### config.mk
export PLATFORM = sky130hd
export DESIGN_NAME = frc_top
export DESIGN_NICKNAME = d
export VERILOG_FILES = /design/src/core/frc_pkg.sv /design/src/core/frc_settle.sv /design/src/core/frc_top.sv
export SDC_FILE = /design/constraint.sdc
export NUM_CORES = 1
export LEC_CHECK = 0
export ABC_AREA = 1
export BUFFER_PORTS_ARGS = -buffer_cell sky130_fd_sc_hd__buf_2
export CORE_AREA = 3 3 49 96
export DETAILED_ROUTE_END_ITERATION = 6
export DIE_AREA = 0 0 52 99
export PLACE_DENSITY = 0.78
export SLEW_MARGIN = 25
export SYNTH_ARGS = -nofsm -noshare
export SYNTH_HDL_FRONTEND = slang
export SYNTH_SLANG_ARGS = --single-unit
### constraint.sdc
create_clock -name clock_in -period 1.6 [get_ports clock_in]
set_input_delay 0.16 -clock clock_in [delete_from_list [all_inputs] [get_ports clock_in]]
set_output_delay 0.16 -clock clock_in [all_outputs]
set_load 0.01 [all_outputs]
### src/core/frc_pkg.sv
/*
 * Package for the fixed reference control block: register map, field layout,
 * reset values, gain encodings and the carrier structs shared by its files.
 * Assumes a 32-bit APB slave port and one system clock.
 */
package frc_pkg;

    localparam int unsigned ADDR_W          = 12;
    localparam logic [11:0] REF_CTRL_OFFSET = 12'h000;
    localparam int unsigned READY_BIT       = 7;
    localparam int unsigned ENABLE_BIT      = 6;
    localparam int unsigned GAIN_LSB        = 0;
    localparam int unsigned GAIN_W          = 2;
    localparam logic        ENABLE_RESET    = 1'b0;
    localparam logic [1:0]  GAIN_RESET      = 2'h0;
    localparam int unsigned SETTLE_CYCLES   = 16;
    localparam int unsigned SETTLE_W        = 16;
    localparam logic [15:0] SETTLE_ZERO     = 16'h0000;
    localparam logic [31:0] DATA_ZERO       = 32'h0000_0000;

    typedef enum logic [1:0] {
        FRC_GAIN_OFF,
        FRC_GAIN_X1,
        FRC_GAIN_X2,
        FRC_GAIN_X4
    } frc_gain_e;

    typedef struct packed {
        logic              psel;
        logic              penable;
        logic              pwrite;
        logic [ADDR_W-1:0] paddr;
        logic [31:0]       pwdata;
    } frc_apb_req_s;

    typedef struct packed {
        logic        pready;
        logic        pslverr;
        logic [31:0] prdata;
    } frc_apb_rsp_s;

    typedef struct packed {
        logic      buffer_on;
        frc_gain_e gain;
        logic      channel_valid;
    } frc_conv_s;

endpackage

### src/core/frc_settle.sv
/*
 * Settling timer: models the reference start-up delay as a cycle count.
 * Assumes enable comes from a register on the same clock.
 */
`timescale 1ns/100ps
module frc_settle #(
    parameter int unsigned   LOW_VOLTAGE = 1,
    parameter logic [15:0]   SETTLE      = 16'h0010
) (
    input  wire logic        clock_in,
    input  wire logic        sys_rst_in,
    input  wire logic        clk_en_in,
    input  wire logic        enable_in,
    output logic             ready_out
);
    import frc_pkg::*;

    typedef struct packed {
        logic [15:0] count;
        logic        ready;
    } frc_settle_s;

    frc_settle_s state;
    frc_settle_s next_state;

    always_comb begin
        next_state = state;
        if (LOW_VOLTAGE == 0) begin
            next_state.ready = 1'b1;
        end else if (!enable_in) begin
            next_state.count = SETTLE_ZERO;
            next_state.ready = 1'b0;
        end else if (state.count == SETTLE) begin
            next_state.ready = 1'b1;
        end else begin
            next_state.count = state.count + 16'h0001;
        end
    end

    always_ff @(posedge clock_in) begin
        if (sys_rst_in) begin
            state.count <= SETTLE_ZERO;
            state.ready <= (LOW_VOLTAGE == 0);
        end else if (clk_en_in) begin
            state <= next_state;
        end
    end

    assign ready_out = state.ready;

endmodule

### src/core/frc_top.sv
/*
 * Fixed reference control register behind an APB slave.
 * Assumes an APB master on clock_in; the analog reference is a status model.
 */
`timescale 1ns/100ps
module frc_top #(
    parameter int unsigned LOW_VOLTAGE = 1,
    parameter logic [15:0] SETTLE      = 16'h0010
) (
    input  wire logic                  clock_in,
    input  wire logic                  sys_rst_in,
    input  wire logic                  clk_en_in,
    input  wire frc_pkg::frc_apb_req_s apb_req_in,
    output frc_pkg::frc_apb_rsp_s      apb_rsp_out,
    output frc_pkg::frc_conv_s         conv_out
);
    import frc_pkg::*;

    ////////////////////////////////////////////////////////////////////////
    typedef struct packed {
        logic         enable;
        frc_gain_e    gain;
        frc_apb_rsp_s rsp;
        frc_conv_s    conv;
    } frc_top_s;

    frc_top_s state;
    frc_top_s next_state;
    logic     ready;
    logic     hit;
    logic     access;

    frc_settle #(
        .LOW_VOLTAGE (LOW_VOLTAGE),
        .SETTLE      (SETTLE)
    ) u_settle (
        .clock_in   (clock_in),
        .sys_rst_in (sys_rst_in),
        .clk_en_in  (clk_en_in),
        .enable_in  (state.enable),
        .ready_out  (ready)
    );

    ////////////////////////////////////////////////////////////////////////
    // The access phase answers after one wait state, since pready is registered.
    assign access = apb_req_in.psel && apb_req_in.penable && !state.rsp.pready;
    assign hit    = (apb_req_in.paddr == REF_CTRL_OFFSET);

    always_comb begin
        next_state              = state;
        next_state.rsp.pready   = access;
        next_state.rsp.pslverr  = access && !hit;
        next_state.rsp.prdata   = DATA_ZERO;
        if (access && hit && apb_req_in.pwrite) begin
            next_state.enable = apb_req_in.pwdata[ENABLE_BIT];
            next_state.gain = frc_gain_e'(apb_req_in.pwdata[GAIN_LSB +: GAIN_W]);
        end
        if (access && hit && !apb_req_in.pwrite) begin
            next_state.rsp.prdata[READY_BIT]          = ready;
            next_state.rsp.prdata[ENABLE_BIT]         = state.enable;
            next_state.rsp.prdata[GAIN_LSB +: GAIN_W] = state.gain;
        end
        next_state.conv.buffer_on     = state.enable;
        next_state.conv.gain          = state.enable ? state.gain : FRC_GAIN_OFF;
        next_state.conv.channel_valid = ready && state.enable
                                        && (state.gain != FRC_GAIN_OFF);
    end

    always_ff @(posedge clock_in) begin
        if (sys_rst_in) begin
            state.enable <= ENABLE_RESET;
            state.gain   <= frc_gain_e'(GAIN_RESET);
            state.rsp    <= '0;
            state.conv   <= '0;
        end else if (clk_en_in) begin
            state <= next_state;
        end
    end

    assign apb_rsp_out = state.rsp;
    assign conv_out    = state.conv;
endmodule

* Word-level counts from Yosys, hierarchy flattened *
Cells that the tools add are included.

cells by class
  $add $sub $neg = 1
  multiply operators = 0
  divide/modulo/power cells = 0
  magnitude comparators = 0
  eq/ne operators = 3
  shift operators = 0
  muxes and demuxes = 6
  bitwise operators = 0
  reduce and logical (&&, ||, !) cells = 16

operators with widths
  kind                                                                      number
  17-bit 2-to-1 mux                                                         1
  16-bit by 1-bit adder with 16-bit output (second input constant)          1
  16-bit by 5-bit equality test with 1-bit output (second input constant)   1
  16-bit 2-to-1 mux                                                         1
  12-bit logical NOT                                                        1
  1-bit logical AND                                                         8
  2-bit 2-to-1 mux                                                          3
  2-bit AND reduction                                                       3
  1-bit logical NOT                                                         3
  2-bit by 1-bit inequality test with 1-bit output (second input constant)  1
  2-bit inequality test (second input constant)                             1
  2-bit nonzero test                                                        1
  1-bit 2-to-1 mux                                                          1

word-level totals
  register bits = 30
  bits in latches = 0
  memory bits (writable) = 0
  bits in read-only memories = 0
  word-level logic and storage cells = 36
  memories kept = 0

* Depth between registers and ports, before layout *
Gate-level depths: netlist of the first run.

  word-level depth = 5
  mapped depth = 11

* By module *
From an unflattened synthesis of the first run, not the netlist that was laid out.

unflattened totals
  cells, all modules = 324
  area total of the unflattened synthesis = 2109.5 um2

by module, submodules not included
  module      instances  cells each  area each (um2)
  frc_settle  1          201         1202.4
  frc_top     1          123         907.1

* Least setup slack after synthesis of the first run *
Ideal clock, no wire load.

  path kind = register to register
  start = register u_settle.state[1] (netlist bit)
  end = register u_settle.state[6] (netlist bit)
  arrival time = 1279 ps
  path slack = 212 ps
  stages on the path, launching flop included = 12
  buffers on the path = 0
  clock period less this slack = 1388 ps
  cell sequence = dfxtp_1 inv_1 ha_1 nand3_1 nor2_2 nand2_2 nand2_4 nand2_1 nand2_1 nand2_1 nand2_1 inv_1

on the way
  longest elaborated chain between the ends = 3

ends and longest elaborated chain
  item                                                                                                                line                                text
  start, declared                                                                                                     frc_settle.sv:23                    frc_settle_s state;
  start signal, assigned                                                                                              frc_settle.sv:45                    state <= next_state;
  16-bit by 1-bit adder with 16-bit output / 16-bit by 5-bit equality test with 1-bit output (equally long branches)  frc_settle.sv:36, frc_settle.sv:33
  16-bit 2-to-1 mux / 2-bit inequality test (equally long branches)                                                   n/a
  17-bit 2-to-1 mux / 2-bit AND reduction (equally long branches)                                                     n/a

Several ways; a longest one is shown, not always the timed one. The select of a mux whose other input is x is not followed.
A chain may end at the register's enable or synchronous reset.

* Worst setup path after layout of the first run *
  start = register u_settle.state[1] (netlist bit)
  end = register u_settle.state[9] (netlist bit)

Same word-level chain as after synthesis.

==> impl_metrics.tcl, run 1 <==
set metrics [dict create \
    drt_pass1_iterations 4 \
    fin_ws_ps 115 \
    cp.required_ps 1780 \
    grt_pass1_vias 1695 \
    cts_max_level 2 \
    setup_violations 0 \
    hold_buffers 0 \
    hpwlAfterDp_um 3410 \
    clock_tree.root_cell "clkbuf_8" \
    fillers 425 \
    place_congestion 0.854 \
    ys_ff_latch 30 \
    r2r_start "u_settle.state[1]" \
    area_growth_syn_to_layout_pct 11.7 \
    power_leakage_uw 0.000951 \
    numPortBuffers 30 \
    n_antenna_cell 0 \
    clock_path_buffers 2 \
    switching_power_uw 377 \
    clock_latency_ps 280 \
    post_drt_wl_per_cell_um 11.6 \
    initial_core_util_pct 46.2 \
    synth_area_um2 1890 \
    wl_um 4340 \
    numCtsBuffers 5 \
    via_count 1792 \
    fin_hold_ws_ps 99.7 \
    crit_path_max_fanout 4 \
    start_kind "register" \
    rows 33 \
    holdCritPathClass "primary input to register" \
    mostFrequentLayoutCell "nand2_1" \
    power.share.combinational_pct 7.8 \
    slew_viol_final 0 \
    path_clk_slew_ps 70 \
    drt_iter0_markers 20 \
    reg2reg_depth 11 \
    die_h_um 99 \
    crit_end "u_settle.state[9]" \
    grt_pass1_wl_um 6880 \
    overflow 0 \
    reg2reg_to "u_settle.state[9]" \
    fp.dieArea_um2 5150 \
    r2r_slack_ps 110 \
    drtAntennaViolNets 0 \
    ys_types 24 \
    seq_area_um2 601 \
    layout_min_cycle_time_ps 1490 \
    p_sw_share_pct 23.2 \
    cp.arrival_ps 1670 \
    layout.nets 372 \
    seqPwrFrac_pct 46.3 \
    mostFrequentLayoutCells "74 x nand2_1, 36 x nor2_1, 30 x dfxtp_1, 30 x buf_2, 28 x conb_1" \
    track_usage_pct 18.0 \
    timing.final.hold_violations 0 \
    yosysSeqAreaShare_pct 31.8 \
    p_per_area_nw_per_um2 770 \
    post_dp_cell_area_um2 1960 \
    p_int_uw 1250 \
    postLayoutCellArea_um2 2110 \
    ir_drop_uv 541 \
    antenna_found_initial 0 \
    grt_max_degree 19 \
    fmax_mhz 673 \
    drc 0 \
    worst-setup-path-type "register to register" \
    clkPwrFrac_pct 45.9 \
    synth_cells 288 \
    via_per_inst 4.80 \
    cap_violations 0 \
    startpoint "u_settle.state[1]" \
    multi_input_area_um2 1000 \
    fin_crit_sh_pct 92.8 \
    drive_gt1_share_pct 18.7 \
    core-area_um2 4090 \
    clock_skew_ps 4.59 \
    critPathCaptureType "register" \
    die_w_um 52 \
    numClockSinks 30 \
    ios 88 \
    place_ws_ps 50.5 \
    yosys_warnings 0 \
    cts_tree "built" \
    syn_area_per_cell_um2 6.55 \
    outcome "complete, no violations" \
]
stage by stage:
step                power [µW]  std cells  TNS [ps]  util [%]
floorplan                  902        315         0         -
global placement           891        365         0      48.0
detailed placement         892        365         0      48.0
CTS                       1640        373         0      50.7
global route              1690        373     -51.0      51.5
finish                    1620        373         0      51.5
worst min path at each step:
stage                             start             to  slack, ps  cells past startpoint
after global routing      apb_req_in[6]  next_state[3]        130                      3
final                     apb_req_in[0]      state[38]        100                      3
after global placement    apb_req_in[1]      state[39]        390                      3
after detailed placement  apb_req_in[0]      state[38]        400                      3
after CTS                 apb_req_in[0]      state[38]        100                      3
after floorplan           apb_req_in[6]  next_state[3]        290                      2
layout make-up:
cell class,instances,area share [%]
sequential,30,28.5
clock buffer,5,3.27
timing repair buffer,41,11.2
clock inverter,3,1.90
tap,52,3.09
multi-input combinational,217,47.6
inverter,25,4.45
power groups by stage:
stage,Combinational [µW],Clock (µW),Sequential (µW)
finish,126,744,752
global route,142,802,752
CTS,124,762,752
detailed placement,124,0,769
global placement,123,0,768
floorplan,134,0,768
cell families after synthesis:
logic type / Yosys count / synth area share [%]
buffers and inverters: 68 / 22.1
AOI/OAI and AO/OA: 30 / 8.42
other: 1 / 0.199
xor gates and xnor gates: 2 / 0.929
adders and majority gates: 2 / 1.33
DFF: 30 / 31.8
and+or+nand+nor: 155 / 35.1
critical path: stages (launching register included):
cell and delay (ps):
dfxtp_1 370, inv_1 70, ha_1 190, nand3_1 130
nor2_4 70, nand2_2 90, buf_4 140, nand3_1 70
nand2_1 90, nand2_1 60, nand2_1 60, inv_1 30
synthesized netlist by cell type:
| cell type | number | share of area [%] |
|---|---|---|
| nand2_1 | 76 | 15 |
| nand2_2 | 1 | 0.33 |
| nor2_2 | 3 | 0.99 |
| dfxtp_1 | 30 | 32 |
| nand3_1 | 26 | 6.9 |
| o21bai_1 | 2 | 0.80 |
| nor3_1 | 4 | 1.1 |
| nand2_4 | 1 | 0.60 |
| clkinv_1 | 1 | 0.20 |
| nor3b_2 | 1 | 0.66 |
| o21ai_0 | 2 | 0.53 |
| clkbuf_1 | 1 | 0.20 |
| a21oi_1 | 25 | 6.6 |
| buf_4 | 38 | 15 |
| nor2_1 | 36 | 7.2 |
| buf_2 | 2 | 0.53 |
| xor2_1 | 2 | 0.93 |
| clkbuf_8 | 1 | 0.73 |
| ha_1 | 2 | 1.3 |
| a21oi_2 | 1 | 0.46 |
| nand4_1 | 7 | 2.3 |
| buf_6 | 1 | 0.60 |
| inv_1 | 24 | 4.8 |
| conb_1 | 1 | 0.20 |
repair_timing:
action                                  4_1_cts  5_1_grt
gates resized for setup                       0        8
endpoints found under the setup margin        0       10
buffers inserted                              0        0
layer usage:
| metal | track usage [%] | up-vias | wire (µm) |
|---|---|---|---|
| met3 | 3.78 | 13 | 280 |
| met5 | 0 | - | 0 |
| li1 | - | 911 | - |
| met4 | 11.5 | 0 | 167 |
| met2 | 36.6 | 64 | 2580 |
| met1 | 13.3 | 804 | 1320 |
state kept, by name (all words and copies together), names as in the netlist:
name                count
apb_rsp_out             6
conv_out                4
next_state              1
state                   2
u_settle.ready_out      1
u_settle.state         16
Power figures use the tool's default switching activity.
==> inputs of run 2 (changes only) <==
--- a/config.mk
+++ b/config.mk
@@ -5,12 +5,12 @@
 export SDC_FILE = /design/constraint.sdc
 export NUM_CORES = 1
 export LEC_CHECK = 0
-export ABC_AREA = 1
 export BUFFER_PORTS_ARGS = -buffer_cell sky130_fd_sc_hd__buf_2
-export CORE_AREA = 3 3 49 96
+export CORE_AREA = 3 3 49 95
 export DETAILED_ROUTE_END_ITERATION = 6
-export DIE_AREA = 0 0 52 99
-export PLACE_DENSITY = 0.78
+export DIE_AREA = 0 0 52 98
+export PLACE_DENSITY = 0.77
+export SKIP_LAST_GASP = 1
 export SLEW_MARGIN = 25
 export SYNTH_ARGS = -nofsm -noshare
 export SYNTH_HDL_FRONTEND = slang
==> run 2 against run 1 <==
The run now ends with setup timing left. Core utilization is 5.7 points higher. Register-to-register slack worse by 150 ps. Largest power group is now clock. Largest cell class unchanged. Critical path type unchanged. Non-clock buffer count is 24 higher.
==> impl_metrics.tcl, run 2 <==
set metrics [dict create \
    layout_min_cycle_time_ps 1630 \
    p_per_area_nw_per_um2 713 \
    ys_ff_latch 30 \
    track_usage_pct 17.9 \
    dr_wl_met2_um 2470 \
    fmax_mhz 612 \
    synth_edf_count 0 \
    final_cells 312 \
    largest_register_ffs 16 \
    synth_area_um2 1820 \
    via_count 1636 \
    slowest_delay_ps 380 \
    power_leakage_uw 0.00104 \
    setup_violations 3 \
    wl_met1_um 1460 \
    drt_iter0_markers 36 \
    antenna_found_initial 0 \
    synth_top_area_share_pct 33.0 \
    hold_buffers 0 \
    yosysSeqAreaShare_pct 33.0 \
    hpwlAfterDp_um 3310 \
    worst-setup-path-type "register to register" \
    die_h_um 98 \
    drc 0 \
    clock_latency_ps 290 \
    overflow 0 \
    yosys-top-cells-count "39 x buf_4, 30 x dfxtp_1, 17 x nor2_1" \
    ys.flop_type "dfxtp_1" \
    rsz0062_at_grt "true" \
    clock_skew_ps 9.04 \
    path_cells "buf_4 > nand3_4 > buf_4 > or3_4 > and4_1 > a221o_1" \
    path_delay_family "simple AND/OR/NAND/NOR gates" \
    post_drt_wl_per_cell_um 13.9 \
    rows 32 \
    area_growth_syn_to_layout_pct 24.6 \
    n_antenna_cell 0 \
    die_w_um 52 \
    seqPwrFrac_pct 46.3 \
    switching_power_uw 374 \
    topRoutingLayerUsed "met4" \
    grt_pass1_vias 1668 \
    synth_cells 206 \
    timing.final.hold_violations 0 \
    fp.dieArea_um2 5100 \
    largest-register "u_settle.state" \
    mostFrequentLayoutCell "buf_4" \
    fin_hold_ws_ps 140 \
    critPathCaptureType "register" \
    yosysTopAreaCell "dfxtp_1" \
    crit_path_max_fanout 5 \
    ios 88 \
    numClockSinks 30 \
    wl_um 4350 \
    drive_gt1_share_pct 38.3 \
    via_per_inst 5.24 \
    clkPwrFrac_pct 46.7 \
    cts_tree "built" \
    synth_area_leaders "dfxtp_1 33%, buf_4 16%, nor2_1 3.5%" \
    ir_drop_uv 605 \
    place_congestion 0.841 \
    drt_pass1_iterations 4 \
    p_sw_share_pct 23.1 \
    wl_met3_um 269 \
    ys_types 49 \
    drtAntennaViolNets 0 \
    path_clk_slew_ps 70 \
    initial_core_util_pct 45.9 \
    cap_violations 0 \
    power.share.combinational_pct 7.0 \
    fin_ws_ps -33.7 \
    syn_area_per_cell_um2 8.83 \
    cp_num_buf_inv 2 \
    holdCritPathClass "primary input to register" \
    slowest_stage "or3_4" \
    mostFrequentLayoutCells "32 x buf_4, 30 x buf_2, 28 x conb_1" \
    cts_max_level 2 \
    synthArstFlopShare_pct 0 \
    p_int_uw 1240 \
    numCtsBuffers 5 \
    layout.nets 312 \
    grt_pass1_wl_um 7110 \
    yosys.cell_count.top_type "buf_4" \
    slew_viol_final 0 \
    crit_cells 6 \
    yosys_warnings 0 \
    cp.required_ps 1780 \
    grt_max_degree 20 \
    violations "setup timing" \
    clock_path_buffers 2 \
    fin_total_pwr_uw 1620 \
    core-area_um2 3960 \
    fin_crit_sh_pct 102 \
    placed_cells_incl_taps 302 \
    hold_depth 3 \
    numPortBuffers 30 \
    cp_common_cell "buf_4" \
    start_kind "register" \
    outcome "finished, violations left" \
    reg2reg_depth 6 \
    cp.arrival_ps 1810 \
    clock_tree.root_cell "clkbuf_8" \
]
run 2: changes by cell type after synthesis, sizes merged, moves of 5 or more:
cell,change
nor2,-22
and3,+5
nand3,-20
a21oi,-18
nand2b,+7
nand2,-66
inv,-17
mux2i,+5
nand4,+5
run 2: logic make-up (layout without fill, tap and decap cells):
group,Yosys count,in the layout,synth area share (%)
mux,5,5,2.75
xor+xnor,7,7,3.37
compound gates,26,26,10.9
flops,30,30,33.0
buf+inv,52,80,19.7
fa+ha+maj,2,2,1.38
simple gates,83,83,28.7
other cells,1,28,0.206
run 2: timing repair:
item                                    in CTS  in global routing
buffers inserted                             2                  0
pin swaps                                    6                  4
resized for setup                           17                  3
endpoints found under the setup margin      10                  7
run 2: cell type report:
type	instances	area (µm²)
multi-input combinational	151	1030
inverter	7	26.3
clock inverter	3	40.0
tap	51	63.8
fill	354	1700
sequential	30	613
clock buffer	5	68.8
timing repair buffer	65	424
run 2: tightest hold or removal path, stage by stage:
cell and delay, ps:
buf_2 100, nand2b_1 60, mux2i_1 60
run 2: path summary, 6_finish.rpt:
check | slack (ps) | end | startpoint
worst min-delay path | 140 | state[38] | apb_req_in[0]
worst min register to register | 460 | apb_rsp_out[7] | apb_rsp_out[7]
worst max-delay path | -30 | u_settle.state[12] | u_settle.state[2]
worst max register to register | -30 | u_settle.state[12] | u_settle.state[2]
run 2: power groups by stage:
stage          clock [µW]  combinational (µW)  sequential, µW
2_1_floorplan           0                 124             768
3_3_place_gp            0                 108             768
3_5_place_dp            0                 111             768
4_1_cts               757                 111             751
5_1_grt               798                 124             749
6_report              756                 113             749
run 2: per-stage QoR:
step / worst slack (ps) / TNS (ps) / utilization, % / cell area [µm²]
after floorplan: 16.9 / 0 / - / 1940
after global placement: -120 / -478 / 52.2 / 2070
after detailed placement: -178 / -924 / 52.2 / 2070
after CTS: -35.3 / -58.2 / 56.8 / 2250
after global routing: -83.8 / -407 / 57.2 / 2270
final: -33.7 / -54.3 / 57.2 / 2270
run 2: layer usage:
layer,global-route usage (%),vias to the layer above
li1,-,779
met1,16.1,769
met2,34.2,76
met3,3.36,12
met4,10.5,0
met5,0,-
==> inputs of run 3 (changes only) <==
--- a/config.mk
+++ b/config.mk
@@ -6,10 +6,10 @@
 export NUM_CORES = 1
 export LEC_CHECK = 0
 export BUFFER_PORTS_ARGS = -buffer_cell sky130_fd_sc_hd__buf_2
-export CORE_AREA = 3 3 49 95
+export CORE_AREA = 3 3 47 92
 export DETAILED_ROUTE_END_ITERATION = 6
-export DIE_AREA = 0 0 52 98
-export PLACE_DENSITY = 0.77
+export DIE_AREA = 0 0 50 95
+export PLACE_DENSITY = 0.83
 export SKIP_LAST_GASP = 1
 export SLEW_MARGIN = 25
 export SYNTH_ARGS = -nofsm -noshare
==> constraint.sdc (replaced) <==
create_clock -name clock_in -period 2 [get_ports clock_in]
set_input_delay 0.2 -clock clock_in [delete_from_list [all_inputs] [get_ports clock_in]]
set_output_delay 0.2 -clock clock_in [all_outputs]
set_load 0.01 [all_outputs]
==> run 3 against run 2 <==
Non-clock buffer count is 26 lower. The run now ends clean. Total power is 27% lower. Clock power is 35% lower. Clock-buffer cell count is 2 higher.
==> impl_metrics.tcl, run 3 (synthesis gave the netlist of run 2 again) <==
set metrics [dict create \
    cap_violations 0 \
    ios 88 \
    antenna_found_initial 0 \
    numCtsBuffers 5 \
    place_congestion 0.852 \
    largest_register_ffs 16 \
    postLayoutCellArea_um2 1960 \
    via_count 1499 \
    slew_viol_final 0 \
    final_cells 284 \
    die_h_um 95 \
    fillers 343 \
    hold_buffers 0 \
    placed_cells_incl_taps 276 \
    clock_skew_ps 4.20 \
    cp.arrival_ps 2090 \
    post_dp_cell_area_um2 1870 \
    cts_tree "built" \
    clock_path_buffers 2 \
    ir_drop_uv 378 \
    power_leakage_uw 0.000861 \
    min_delay_worst_endpoint "state[39]" \
    area_growth_syn_to_layout_pct 7.98 \
    timing.final.hold_violations 0 \
    finalCoreUtilization_pct 53.3 \
    start_kind "register" \
    drtAntennaViolNets 0 \
    tns_ps 0 \
    layout.nets 286 \
    post_drt_wl_per_cell_um 13.4 \
    cts_setup_buffers 0 \
    reg2reg_depth 7 \
    hold_start "apb_req_in[1]" \
    worst-setup-path-type "register to register" \
    overflow 0 \
    fp.dieArea_um2 4750 \
    largest-register "u_settle.state" \
    fin_hold_ws_ps 188 \
    reg2reg_to "u_settle.state[12]" \
    mostFrequentLayoutCells "30 x dfxtp_1, 30 x buf_2, 28 x conb_1" \
    holdCritPathClass "primary input to register" \
    n_antenna_cell 0 \
    fmax_mhz 536 \
    p_per_area_nw_per_um2 602 \
    setup_violations 0 \
    grt_max_degree 20 \
    cp.required_ps 2220 \
    core-area_um2 3680 \
    rsz0062_at_grt "false" \
    r2r_start "u_settle.state[1]" \
    numPortBuffers 30 \
    clock_tree.root_cell "clkbuf_8" \
    track_usage_pct 17.0 \
    cts_max_level 2 \
    crit_path_max_fanout 8 \
    rows 31 \
    initial_core_util_pct 49.4 \
    drc 0 \
    r2r_slack_ps 130 \
    grt_pass1_vias 1382 \
    via_per_inst 5.28 \
    drive_gt1_share_pct 24.3 \
    critPathCaptureType "register" \
    fin_crit_sh_pct 93.4 \
    drt_iter0_markers 36 \
    hold_depth 3 \
    grt_pass1_wl_um 6110 \
    outcome "complete, no violations" \
    numClockSinks 30 \
    drt_pass1_iterations 5 \
    die_w_um 50 \
    path_clk_slew_ps 60 \
    hpwlAfterDp_um 2910 \
    layout_min_cycle_time_ps 1870 \
    clock_latency_ps 280 \
    wl_um 3820 \
]
run 3: per-layer routing:
layer,vias to the layer above,part of all wire (%),global-route usage [%],routed length [µm]
li1,726,-,-,-
met1,695,34,14.7,1310
met2,69,56,32.9,2130
met3,9,6.0,2.84,228
met4,0,3.8,12.7,146
met5,-,0,0,0
run 3: where the power goes:
| group | switching, µW | internal [µW] |
|---|---|---|
| combinational | 58.2 | 29.2 |
| sequential | 1.24 | 600 |
| clock | 218 | 277 |
| total | 277 | 906 |
run 3: area by class of cell:
class	instances	area, µm²	share of cell area (%)
tap	49	61.3	3.12
clock buffer	7	86.3	4.39
multi-input combinational	151	967	49.2
sequential	30	601	30.6
clock inverter	1	5.00	0.255
timing repair buffer	39	218	11.1
inverter	7	26.3	1.34
run 3: timing repair:
item	in CTS	in global routing
setup endpoints to repair	0	8
hold endpoints to repair	0	0
resized for setup	0	1
run 3: worst max path at each step:
stage	slack, ps	startpoint	endpoint	depth (start not counted)
final	130	u_settle.state[1]	u_settle.state[12]	7
after global routing	10	u_settle.state[1]	u_settle.state[11]	7
after CTS	20	u_settle.state[1]	u_settle.state[12]	7
after detailed placement	120	u_settle.state[1]	u_settle.state[11]	7
after global placement	120	u_settle.state[1]	u_settle.state[11]	7
after floorplan	310	u_settle.state[1]	u_settle.state[16]	7
run 3: critical path, cell delays in order, from the launching register on:
cell and delay, ps:
dfxtp_1 310, inv_1 80, ha_1 180, nor4b_2 250, nand4_2 260, buf_4 250
o22ai_2 270, a221o_1 200
run 3: per-stage QoR:
| step | setup WS (ps) | power [µW] |
|---|---|---|
| after floorplan | 305 | 713 |
| after global placement | 121 | 699 |
| after detailed placement | 122 | 700 |
| after CTS | 19.6 | 1200 |
| after global routing | 9.56 | 1230 |
| final | 133 | 1180 |
